$ cat src/pkg/rtmc_map.vh
// Register offsets, field positions and reset values for the mode-code action block
`ifndef RTMC_MAP_VH
`define RTMC_MAP_VH

// ----------------------------------------
// Register offsets
// ----------------------------------------
`define RTMC_ADDR_W        4
`define RTMC_OFF_OPTION    4'h0
`define RTMC_OFF_TTAG      4'h1
`define RTMC_OFF_STATUS    4'h2

// ----------------------------------------
// Option register fields
// ----------------------------------------
`define RTMC_RESET_OPT_BIT 0
`define RTMC_VEC_OPT_BIT   1
`define RTMC_SYNC_LSB      2
`define RTMC_SYNC_MSB      3
`define RTMC_OPTION_RST    4'h0

// ----------------------------------------
// Time-sync option encodings
// ----------------------------------------
`define RTMC_SYNC_ALWAYS   2'h0
`define RTMC_SYNC_BIT0_LO  2'h1
`define RTMC_SYNC_BIT0_HI  2'h2
`define RTMC_SYNC_HOST     2'h3

// ----------------------------------------
// Mode codes and counter reset
// ----------------------------------------
`define RTMC_CODE_RESET    5'h08
`define RTMC_CODE_SYNC     5'h11
`define RTMC_TTAG_RST      16'h0000

`endif

$ cat src/rtl/rtmc_mode_actions.v
// Remote-terminal automatic actions for the reset and synchronize-with-data mode commands
// ----------------------------------------
// ----------------------------------------
//
// Local design decisions: the register addresses and strobed register access.
`include "rtmc_map.vh"

module rtmc_mode_actions #(
	parameter TTAG_W = 16
) (
	// Clock and reset
	input  wire                     ref_clk_i,
	input  wire                     sys_rst_i,
	// Register port
	input  wire [`RTMC_ADDR_W-1:0]  reg_addr_i,
	input  wire [15:0]              reg_wdata_i,
	input  wire                     reg_wr_i,
	input  wire                     reg_rd_i,
	output reg  [15:0]              reg_rdata_o,
	// Decoded mode command from protocol engine
	input  wire                     mc_valid_i,
	input  wire [4:0]               mc_code_i,
	input  wire                     mc_bcast_i,
	input  wire [15:0]              mc_data_i,
	// Status word transmit handshake
	input  wire                     sw_tx_start_i,
	input  wire                     sw_tx_done_i,
	// Time tag, soft reset and status word hold
	input  wire                     ttag_tick_i,
	output reg  [TTAG_W-1:0]        ttag_count_o,
	output reg                      ttag_loaded_o,
	output reg                      terminal_soft_reset_o,
	output reg                      sw_tx_hold_o
);

	// ----------------------------------------
	// State encodings
	// ----------------------------------------
	// One-hot, a stray code falls back to idle
	localparam [1:0] ST_IDLE = 2'b01;
	localparam [1:0] ST_WAIT = 2'b10;

	// ----------------------------------------
	// Registers and next values
	// ----------------------------------------
	reg  [1:0]        time_sync_load_option_q;
	reg  [1:0]        time_sync_load_option_d;
	reg               vector_word_service_clear_option_q;
	reg               vector_word_service_clear_option_d;
	reg               reset_command_manual_option_q;
	reg               reset_command_manual_option_d;
	reg  [TTAG_W-1:0] ttag_count_d;
	reg               ttag_loaded_d;
	reg               sw_tx_hold_d;
	reg  [1:0]        rst_state_q;
	reg  [1:0]        rst_state_d;
	reg               soft_reset_d;
	reg               sync_hits_q;
	reg               sync_hits_d;
	reg               reset_seen_q;
	reg               reset_seen_d;
	reg  [15:0]       reg_rdata_d;
	reg  [15:0]       ttag_wide;

	// Reset values split into fields, counter step
	wire [3:0]        opt_rst  = `RTMC_OPTION_RST;
	wire [15:0]       ttag_rst = `RTMC_TTAG_RST;
	wire [TTAG_W-1:0] ttag_one = {{(TTAG_W-1){1'b0}}, 1'b1};

	// ----------------------------------------
	// Helper functions
	// ----------------------------------------
	// Register index match
	function addr_hit;
		input [`RTMC_ADDR_W-1:0] addr;
		input [`RTMC_ADDR_W-1:0] off;
		begin
			addr_hit = (addr == off);
		end
	endfunction

	// Mode code match on a valid command
	function code_hit;
		input       valid;
		input [4:0] code;
		input [4:0] want;
		begin
			code_hit = valid && (code == want);
		end
	endfunction

	// Decide whether a sync data word is loaded
	function sync_load_ok;
		input [1:0] opt;
		input       bit0;
		begin
			case (opt)
				`RTMC_SYNC_ALWAYS:  sync_load_ok = 1'b1;
				`RTMC_SYNC_BIT0_LO: sync_load_ok = ~bit0;
				`RTMC_SYNC_BIT0_HI: sync_load_ok = bit0;
				default:            sync_load_ok = 1'b0;
			endcase
		end
	endfunction

	// ----------------------------------------
	// Command and register decode
	// ----------------------------------------
	// Command strobes
	wire sync_cmd  = code_hit(mc_valid_i, mc_code_i, `RTMC_CODE_SYNC);
	wire reset_cmd = code_hit(mc_valid_i, mc_code_i, `RTMC_CODE_RESET);
	wire sync_load = sync_cmd && sync_load_ok(time_sync_load_option_q, mc_data_i[0]);
	wire auto_rst  = reset_cmd && !reset_command_manual_option_q;

	// Register strobes
	wire opt_wr    = reg_wr_i && addr_hit(reg_addr_i, `RTMC_OFF_OPTION);
	wire ttag_wr   = reg_wr_i && addr_hit(reg_addr_i, `RTMC_OFF_TTAG);
	wire stat_rd   = reg_rd_i && addr_hit(reg_addr_i, `RTMC_OFF_STATUS);

	// ----------------------------------------
	// Option register
	// ----------------------------------------
	// Host write replaces all option fields at once
	always @* begin
		time_sync_load_option_d            = time_sync_load_option_q;
		vector_word_service_clear_option_d = vector_word_service_clear_option_q;
		reset_command_manual_option_d      = reset_command_manual_option_q;
		if (opt_wr) begin
			time_sync_load_option_d            = reg_wdata_i[`RTMC_SYNC_MSB:`RTMC_SYNC_LSB];
			vector_word_service_clear_option_d = reg_wdata_i[`RTMC_VEC_OPT_BIT];
			reset_command_manual_option_d      = reg_wdata_i[`RTMC_RESET_OPT_BIT];
		end
	end

	// Option flops; cleared so MC8 handling starts automatic
	always @(posedge ref_clk_i) begin
		if (sys_rst_i) begin
			time_sync_load_option_q            <= opt_rst[`RTMC_SYNC_MSB:`RTMC_SYNC_LSB];
			vector_word_service_clear_option_q <= opt_rst[`RTMC_VEC_OPT_BIT];
			reset_command_manual_option_q      <= opt_rst[`RTMC_RESET_OPT_BIT];
		end else begin
			time_sync_load_option_q            <= time_sync_load_option_d;
			vector_word_service_clear_option_q <= vector_word_service_clear_option_d;
			reset_command_manual_option_q      <= reset_command_manual_option_d;
		end
	end

	// ----------------------------------------
	// Time tag counter
	// ----------------------------------------
	// Sync load wins over host write, host write over tick
	always @* begin
		ttag_count_d  = ttag_count_o;
		ttag_loaded_d = sync_load;
		if (sync_load) begin
			ttag_count_d = mc_data_i[TTAG_W-1:0];
		end else if (ttag_wr) begin
			ttag_count_d = reg_wdata_i[TTAG_W-1:0];
		end else if (ttag_tick_i) begin
			ttag_count_d = ttag_count_o + ttag_one;
		end
	end

	// Load lands at the decode edge, ahead of any status transmit
	always @(posedge ref_clk_i) begin
		if (sys_rst_i) begin
			ttag_count_o  <= ttag_rst[TTAG_W-1:0];
			ttag_loaded_o <= 1'b0;
		end else begin
			ttag_count_o  <= ttag_count_d;
			ttag_loaded_o <= ttag_loaded_d;
		end
	end

	// ----------------------------------------
	// Status word hold
	// ----------------------------------------
	// Non-broadcast sync holds the status word one cycle
	always @* begin
		sw_tx_hold_d = sync_cmd && !mc_bcast_i;
	end

	// Hold pulse flop
	always @(posedge ref_clk_i) begin
		if (sys_rst_i) begin
			sw_tx_hold_o <= 1'b0;
		end else begin
			sw_tx_hold_o <= sw_tx_hold_d;
		end
	end

	// ----------------------------------------
	// Soft reset sequencer
	// ----------------------------------------
	// Non-broadcast MC8 waits for the status word; broadcast skips it
	always @* begin
		rst_state_d = rst_state_q;
		case (rst_state_q)
			ST_IDLE: begin
				if (auto_rst && !mc_bcast_i) begin
					rst_state_d = ST_WAIT;
				end
			end
			ST_WAIT: begin
				if (sw_tx_done_i) begin
					rst_state_d = ST_IDLE;
				end
			end
			default: rst_state_d = ST_IDLE;
		endcase
	end

	// One-cycle pulse: broadcast at once, otherwise after status word done
	always @* begin
		soft_reset_d = 1'b0;
		if (rst_state_q == ST_IDLE && auto_rst && mc_bcast_i) begin
			soft_reset_d = 1'b1;
		end else if (rst_state_q == ST_WAIT && sw_tx_done_i) begin
			soft_reset_d = 1'b1;
		end
	end

	// Sequencer and pulse flops
	always @(posedge ref_clk_i) begin
		if (sys_rst_i) begin
			rst_state_q           <= ST_IDLE;
			terminal_soft_reset_o <= 1'b0;
		end else begin
			rst_state_q           <= rst_state_d;
			terminal_soft_reset_o <= soft_reset_d;
		end
	end

	// ----------------------------------------
	// Status flags
	// ----------------------------------------
	// Sticky, cleared by a status read; a new event wins
	always @* begin
		sync_hits_d  = sync_hits_q;
		reset_seen_d = reset_seen_q;
		if (stat_rd) begin
			sync_hits_d  = 1'b0;
			reset_seen_d = 1'b0;
		end
		if (sync_load) begin
			sync_hits_d = 1'b1;
		end
		if (reset_cmd) begin
			reset_seen_d = 1'b1;
		end
	end

	// Flag flops
	always @(posedge ref_clk_i) begin
		if (sys_rst_i) begin
			sync_hits_q  <= 1'b0;
			reset_seen_q <= 1'b0;
		end else begin
			sync_hits_q  <= sync_hits_d;
			reset_seen_q <= reset_seen_d;
		end
	end

	// ----------------------------------------
	// Register read
	// ----------------------------------------
	// Time tag zero-extended to the bus word
	always @* begin
		ttag_wide               = 16'h0000;
		ttag_wide[TTAG_W-1:0]   = ttag_count_o;
	end

	// Read mux; unmapped indices and idle cycles give zero
	always @* begin
		reg_rdata_d = 16'h0000;
		if (reg_rd_i) begin
			if (addr_hit(reg_addr_i, `RTMC_OFF_OPTION)) begin
				reg_rdata_d = {12'h000, time_sync_load_option_q,
				               vector_word_service_clear_option_q, reset_command_manual_option_q};
			end else if (addr_hit(reg_addr_i, `RTMC_OFF_TTAG)) begin
				reg_rdata_d = ttag_wide;
			end else if (addr_hit(reg_addr_i, `RTMC_OFF_STATUS)) begin
				reg_rdata_d = {13'h0, rst_state_q == ST_WAIT, reset_seen_q, sync_hits_q};
			end
		end
	end

	// Read data stands the cycle after the strobe only
	always @(posedge ref_clk_i) begin
		if (sys_rst_i) begin
			reg_rdata_o <= 16'h0000;
		end else begin
			reg_rdata_o <= reg_rdata_d;
		end
	end

	// sw_tx_start_i is accepted for engine symmetry; the load never waits on it
	wire unused_ok = sw_tx_start_i;

endmodule

$ cat config.mk
export PLATFORM = sky130hd
export DESIGN_NAME = rtmc_mode_actions
export DESIGN_NICKNAME = d
export VERILOG_FILES = /design/src/rtl/rtmc_mode_actions.v
export VERILOG_INCLUDE_DIRS = /design/src /design/src/pkg
export SDC_FILE = /design/constraint.sdc
export NUM_CORES = 1
export LEC_CHECK = 0
export BUFFER_PORTS_ARGS = -buffer_cell sky130_fd_sc_hd__buf_4
export CAP_MARGIN = 15
export CORE_ASPECT_RATIO = 0.6
export CORE_UTILIZATION = 50
export DETAILED_ROUTE_END_ITERATION = 7
export GPL_ROUTABILITY_DRIVEN = 0
export HOLD_SLACK_MARGIN = 0.15
export PLACE_DENSITY = 0.81
export SLEW_MARGIN = 10
export SYNTH_ARGS = -nofsm -noshare
export SYNTH_HDL_FRONTEND = slang
export SYNTH_SLANG_ARGS = --single-unit
$ cat constraint.sdc
create_clock -name ref_clk_i -period 2.4 [get_ports ref_clk_i]
set_input_delay 0 -clock ref_clk_i [delete_from_list [all_inputs] [get_ports ref_clk_i]]
set_output_delay 0 -clock ref_clk_i [all_outputs]
set_load 0.05 [all_outputs]
Yosys cells after proc, flatten, opt, wreduce, memory -nomap -nowiden
Index checks and enable logic that the tools add are counted.
- flip-flop bits (word level): 43
- input bits: 50
- output and inout port bits: 35
- logic and storage cells: 62
- add/subtract/negate cells: 1
- equal/unequal tests: 10
- mux-type cells: 15
- bitwise operators: 2
- reductions and logical operators: 22
- operator list (cell ; count):
    16-bit 2-to-1 mux ; 4
    16-bit by 1-bit adder with 16-bit output, second input constant ; 1
    1-bit logical AND ; 12
    5-bit by 4-bit equality test with 1-bit output, second input constant ; 1
    5-bit equality test, second input constant ; 1
    1-bit 2-to-1 mux ; 5
    2-bit by 1-bit equality test with 1-bit output, second input constant ; 2
    2-bit equality test, second input constant ; 2
    4-bit by 1-bit equality test with 1-bit output, second input constant ; 1
    4-bit by 2-bit equality test with 1-bit output, second input constant ; 1
    4-bit zero test ; 1
    2-bit 2-to-1 mux ; 2
    4-bit 2-to-1 mux ; 1
    2-bit != test, second input constant ; 2
    2-bit one-hot mux with 2 select lines ; 1
    2-bit nonzero test ; 2
    3-bit 2-to-1 mux ; 1
    1-bit one-hot mux with 3 select lines ; 1
    3-bit nonzero test ; 1
    3-bit OR reduction ; 1
    1-bit zero test ; 2
    2-bit zero test ; 1
    1-bit inverter ; 2
    2-bit AND reduction ; 1
    2-bit OR reduction ; 1

Logic depth before layout (Yosys ltp)
- depth in word-level cells: 6
- gate-level depth with buffers: 7
- depth with buffers taken out: 5

Worst setup path before layout
OpenSTA, ideal clock, no wires.
- kind: register -> register
- start point: register ttag_count_o[0]
- end point: register ttag_count_o[6]
- library setup time: 0.071 ns
- data arrival time: 2.004 ns
- data required time: 2.329 ns
- path slack: 0.325 ns
- stages on the path, launching flop included: 6
- period minus slack after synthesis: 2.075 ns
- cell sequence: dfxtp_1 -> ha_1 -> nand4_2 -> or3_1 -> a311o_1 -> a21oi_1
- word-level cells in the longest chain between the ends: 4
- ends and longest elaborated chain (what ; line ; text):
    start, declared ; rtmc_mode_actions.v:30 ; output reg [TTAG_W-1:0] ttag_count_o,
    start signal, assigned ; rtmc_mode_actions.v:167 ; ttag_count_o <= ttag_rst[TTAG_W-1:0];
    start signal, assigned ; rtmc_mode_actions.v:170 ; ttag_count_o <= ttag_count_d;
    16-bit by 1-bit adder with 16-bit output ; rtmc_mode_actions.v:160 ; ttag_count_d = ttag_count_o + ttag_one;
    16-bit 2-to-1 mux ; rtmc_mode_actions.v:159 ; end else if (ttag_tick_i) begin
    16-bit 2-to-1 mux ; rtmc_mode_actions.v:157 ; end else if (ttag_wr) begin
    16-bit 2-to-1 mux ; rtmc_mode_actions.v:155 ; if (sync_load) begin
Every way passes these cells. The select of a mux whose other input is x is not followed.
A chain may end at the register's enable or synchronous reset.

Worst setup path in the final report
Ends and elaborated chain as after synthesis.

==> impl_metrics.tcl <==
set metrics [dict create \
    crit_arrival_ps 2590 \
    io_buffers 83 \
    combPwrFrac_pct 19.4 \
    final_hold_viol_count 0 \
    grt_first_pass_wirelength_um 11900 \
    ir_worst_vdd_mv 0.450 \
    yosysTopAreaCellShare_pct 38.0 \
    min_to "reg_rdata_o[0]$_SDFF_PP0_" \
    power.switching_mw 0.412 \
    finalCritPeriodShare_pct 98.0 \
    postCtsSetupBuffers 0 \
    power.share.clock_pct 34.1 \
    detail_route.iter0.violations 257 \
    clock_skew_ps 3.96 \
    dp_hpwl_um 4730 \
    leakage_nw 1.59 \
    cp-start-kind "flop" \
    synthSimpleGateAreaFrac_pct 27.5 \
    nets 436 \
    finalHoldWorstSlack_ps 184 \
    synth_fa_ha_area_share_pct 0.552 \
    synth_cell_types 54 \
    ys_seq_elements 43 \
    slew_viol_final 0 \
    tightest_slew_ps 476 \
    r2r_slack_ps 50 \
    final_core_util_pct 84.2 \
    vias 2591 \
    netlist_area_um2 2260 \
    slew_headroom_pct 67.5 \
    wire_per_inst_um 17.8 \
    wl_um 7900 \
    finalCriticalPeriod_ps 2350 \
    crit_type "reg -> reg" \
    power_mw 1.60 \
    cts.sinks 43 \
    area_delta_synth_final_pct 57.5 \
    cp_max_fo 9 \
    dpl_cell_area_um2 2900 \
    grt.total_usage_pct 34.3 \
    synthFlopType "dfxtp_1" \
    rr_startpoint "ttag_count_o[0]$_SDFFE_PP0P_" \
    initial_core_util_pct 53.5 \
    cp_data_required_time_ps 2640 \
    grt_antenna_before_repair 0 \
    synth_edf_count 0 \
    grt_max_degree 26 \
    ys_seq_area_share_pct 38.0 \
    io_pins 85 \
    synth_top_family_by_area "simple AND/OR/NAND/NOR gates" \
    clock.fmax_mhz 425 \
    first_pass_iters 4 \
    multiInputGateArea_um2 1290 \
    r2r.worst_path.cells 6 \
    synth_compound_area_share_pct 19.6 \
    hold_start "reg_addr_i[2]" \
    synth_area_per_cell_um2 8.95 \
    placementRows 18 \
    htreeDepth 2 \
    cap_violations 0 \
    tritoncts "built" \
    endpoint_kind "flop" \
    final-instance-count-excl-fill 445 \
    synthTopCellsByArea "dfxtp_1, mux2i_1, and2_1" \
    cts_made_buffers 5 \
    status "finished, final reports clean" \
    fp.dieW_um 88.9 \
    drc_errors 0 \
    cts-root-buf "clkbuf_8" \
    hold_path_depth 4 \
    drive_gt1_share_pct 28.8 \
    area.sequential_um2 862 \
    ant_nets 0 \
    ys_warn_count 0 \
    die-height_um 54.1 \
    clk_pin_slew_worst_paths_ps 80 \
    core_region_area_um2 4230 \
    r2r-end "ttag_count_o[6]$_SDFFE_PP0P_" \
    power.internal_mw 1.18 \
    syn-num-nets 304 \
    yosys.area.top_type "dfxtp_1" \
    num-fill-cells 268 \
    pwr-share-seq_pct 46.5 \
    vias_per_cell 5.82 \
    hp-class "in -> reg" \
    setup_violations 0 \
    rsz0062_at_grt "yes" \
    synthXorXnorAreaFrac_pct 1.93 \
    overflow 0 \
    dp_cells 384 \
    muxShareOfSynthArea_pct 6.19 \
    num_antenna_cells 0 \
    swShare_pct 25.8 \
    clock_latency_ps 290 \
    dieArea_um2 4810 \
    cts_max_path_buffers 2 \
    final_area_um2 3570 \
    async_flop_share_pct 0 \
    synthCells 253 \
    grt_pass1_vias 2311 \
    p_per_area_nw_per_um2 448 \
]
## per-stage QoR
| stage | setup WS [ps] | setup TNS (ps) |
|---|---|---|
| CTS | 54.7 | 0 |
| floorplan | 325 | 0 |
| global placement | 701 | 0 |
| global route | -10.3 | -10.3 |
| detailed placement | 689 | 0 |
| finish | 48.6 | 0 |
## how the worst max path moves through the flow
stage / slack [ps] / from / to / depth (start not counted)
6_report: 50 / ttag_count_o[0]$_SDFFE_PP0P_ / ttag_count_o[6]$_SDFFE_PP0P_ / 6
3_5_place_dp: 690 / ttag_count_o[0]$_SDFFE_PP0P_ / ttag_count_o[6]$_SDFFE_PP0P_ / 5
2_1_floorplan: 330 / ttag_count_o[0]$_SDFFE_PP0P_ / ttag_count_o[6]$_SDFFE_PP0P_ / 5
3_3_place_gp: 700 / ttag_count_o[0]$_SDFFE_PP0P_ / ttag_count_o[6]$_SDFFE_PP0P_ / 5
5_1_grt: -10 / ttag_count_o[0]$_SDFFE_PP0P_ / ttag_count_o[6]$_SDFFE_PP0P_ / 6
4_1_cts: 50 / mc_data_i[0] / ttag_count_o[12]$_SDFFE_PP0P_ / 8
## state kept, by name, indices dropped and copies added, names as in the netlist
| register | cells |
|---|---|
| reset_seen_q | 1 |
| sw_tx_hold_o | 1 |
| reg_rdata_o | 16 |
| time_sync_load_option_q | 2 |
| terminal_soft_reset_o | 1 |
| sync_hits_q | 1 |
| vector_word_service_clear_option_q | 1 |
| reset_command_manual_option_q | 1 |
| ttag_count_o | 16 |
| rst_state_q | 2 |
| ttag_loaded_o | 1 |
## placed cells by master, fill, tap and decap left out, drive strengths merged, types with 2 or more instances in the layout
cell,Yosys,final
a2111oi,2,2
dfxtp,43,43
nor2,21,21
clkbuf,8,6
nor3b,3,3
o211ai,4,4
inv,5,5
a311o,2,2
a21oi,7,7
and3,2,2
o211a,4,4
o22ai,2,2
o22a,2,2
nor3,14,14
o21ai,10,10
mux2i,14,14
nand4,11,11
nor4,8,8
dlygate4sd3,0,54
and2,14,14
nand3,8,8
o31a,4,4
nand2b,3,3
or3,5,5
o32ai,7,7
a21o,2,2
buf,11,90
nand2,15,15
xnor2,5,5
o41a,2,2
nor2b,3,3
o41ai,2,2
## worst max-delay path: stages, from the launching register on
cell           delay [ps]
dfxtp_1               340
ha_1                  250
nand4_2               280
or3_1                 420
a311o_1               320
a21oi_1               130
dlygate4sd3_1         560
## cell families (layout without fill, tap and decap cells)
group | after synthesis | count (layout)
buffers and inverters | 25 | 157
muxes | 14 | 14
AOI/OAI and AO/OA | 55 | 55
xor gates and xnor gates | 5 | 5
and+or+nand+nor | 110 | 110
DFF | 43 | 43
adders and majority gates | 1 | 1
## power by group through the flow
| stage | clock network (mW) | registers, mW | logic (mW) |
|---|---|---|---|
| after floorplan | 0 | 0.794 | 0.0940 |
| after global placement | 0 | 0.757 | 0.237 |
| after detailed placement | 0 | 0.757 | 0.240 |
| after CTS | 0.546 | 0.741 | 0.293 |
| after global routing | 0.570 | 0.744 | 0.327 |
| final | 0.545 | 0.742 | 0.310 |
## synthesized netlist by cell type, drive strengths merged, types with 2 or more instances
| library cell | n |
|---|---|
| nor3 | 14 |
| o211a | 4 |
| o31a | 4 |
| nor4 | 8 |
| mux2i | 14 |
| buf | 11 |
| nor2 | 21 |
| o21ai | 10 |
| clkbuf | 8 |
| o22ai | 2 |
| nor3b | 3 |
| o32ai | 7 |
| dfxtp | 43 |
| o41a | 2 |
| nand4 | 11 |
| or3 | 5 |
| o41ai | 2 |
| and2 | 14 |
| and3 | 2 |
| o22a | 2 |
| a311o | 2 |
| nand2 | 15 |
| a21o | 2 |
| nand3 | 8 |
| xnor2 | 5 |
| o211ai | 4 |
| a2111oi | 2 |
| nor2b | 3 |
| nand2b | 3 |
| inv | 5 |
| a21oi | 7 |
## repair_timing
action / in CTS / in global routing
gates resized for setup: 0 / 6
endpoints found under the setup margin: 0 / 9
hold endpoints to repair: 31 / 1
hold buffers: 53 / 1
## metal layers
metal | routed length [um] | vias to the layer above | track usage [%]
met5 | 0 | - | 0
met4 | 82 | 0 | 7.53
met3 | 714 | 12 | 5.98
met2 | 3640 | 157 | 54.4
met1 | 3470 | 1215 | 49.0
li1 | - | 1207 | -
## cell type report
type | count | area share, %
clock inverters | 1 | 0.842
well taps | 60 | 2.10
inverters | 6 | 0.631
clock buffers | 6 | 2.03
multi-input cells | 185 | 36.1
repair buffers | 144 | 34.1
flip-flops and latches | 43 | 24.2
Power figures use the tool's default switching activity.
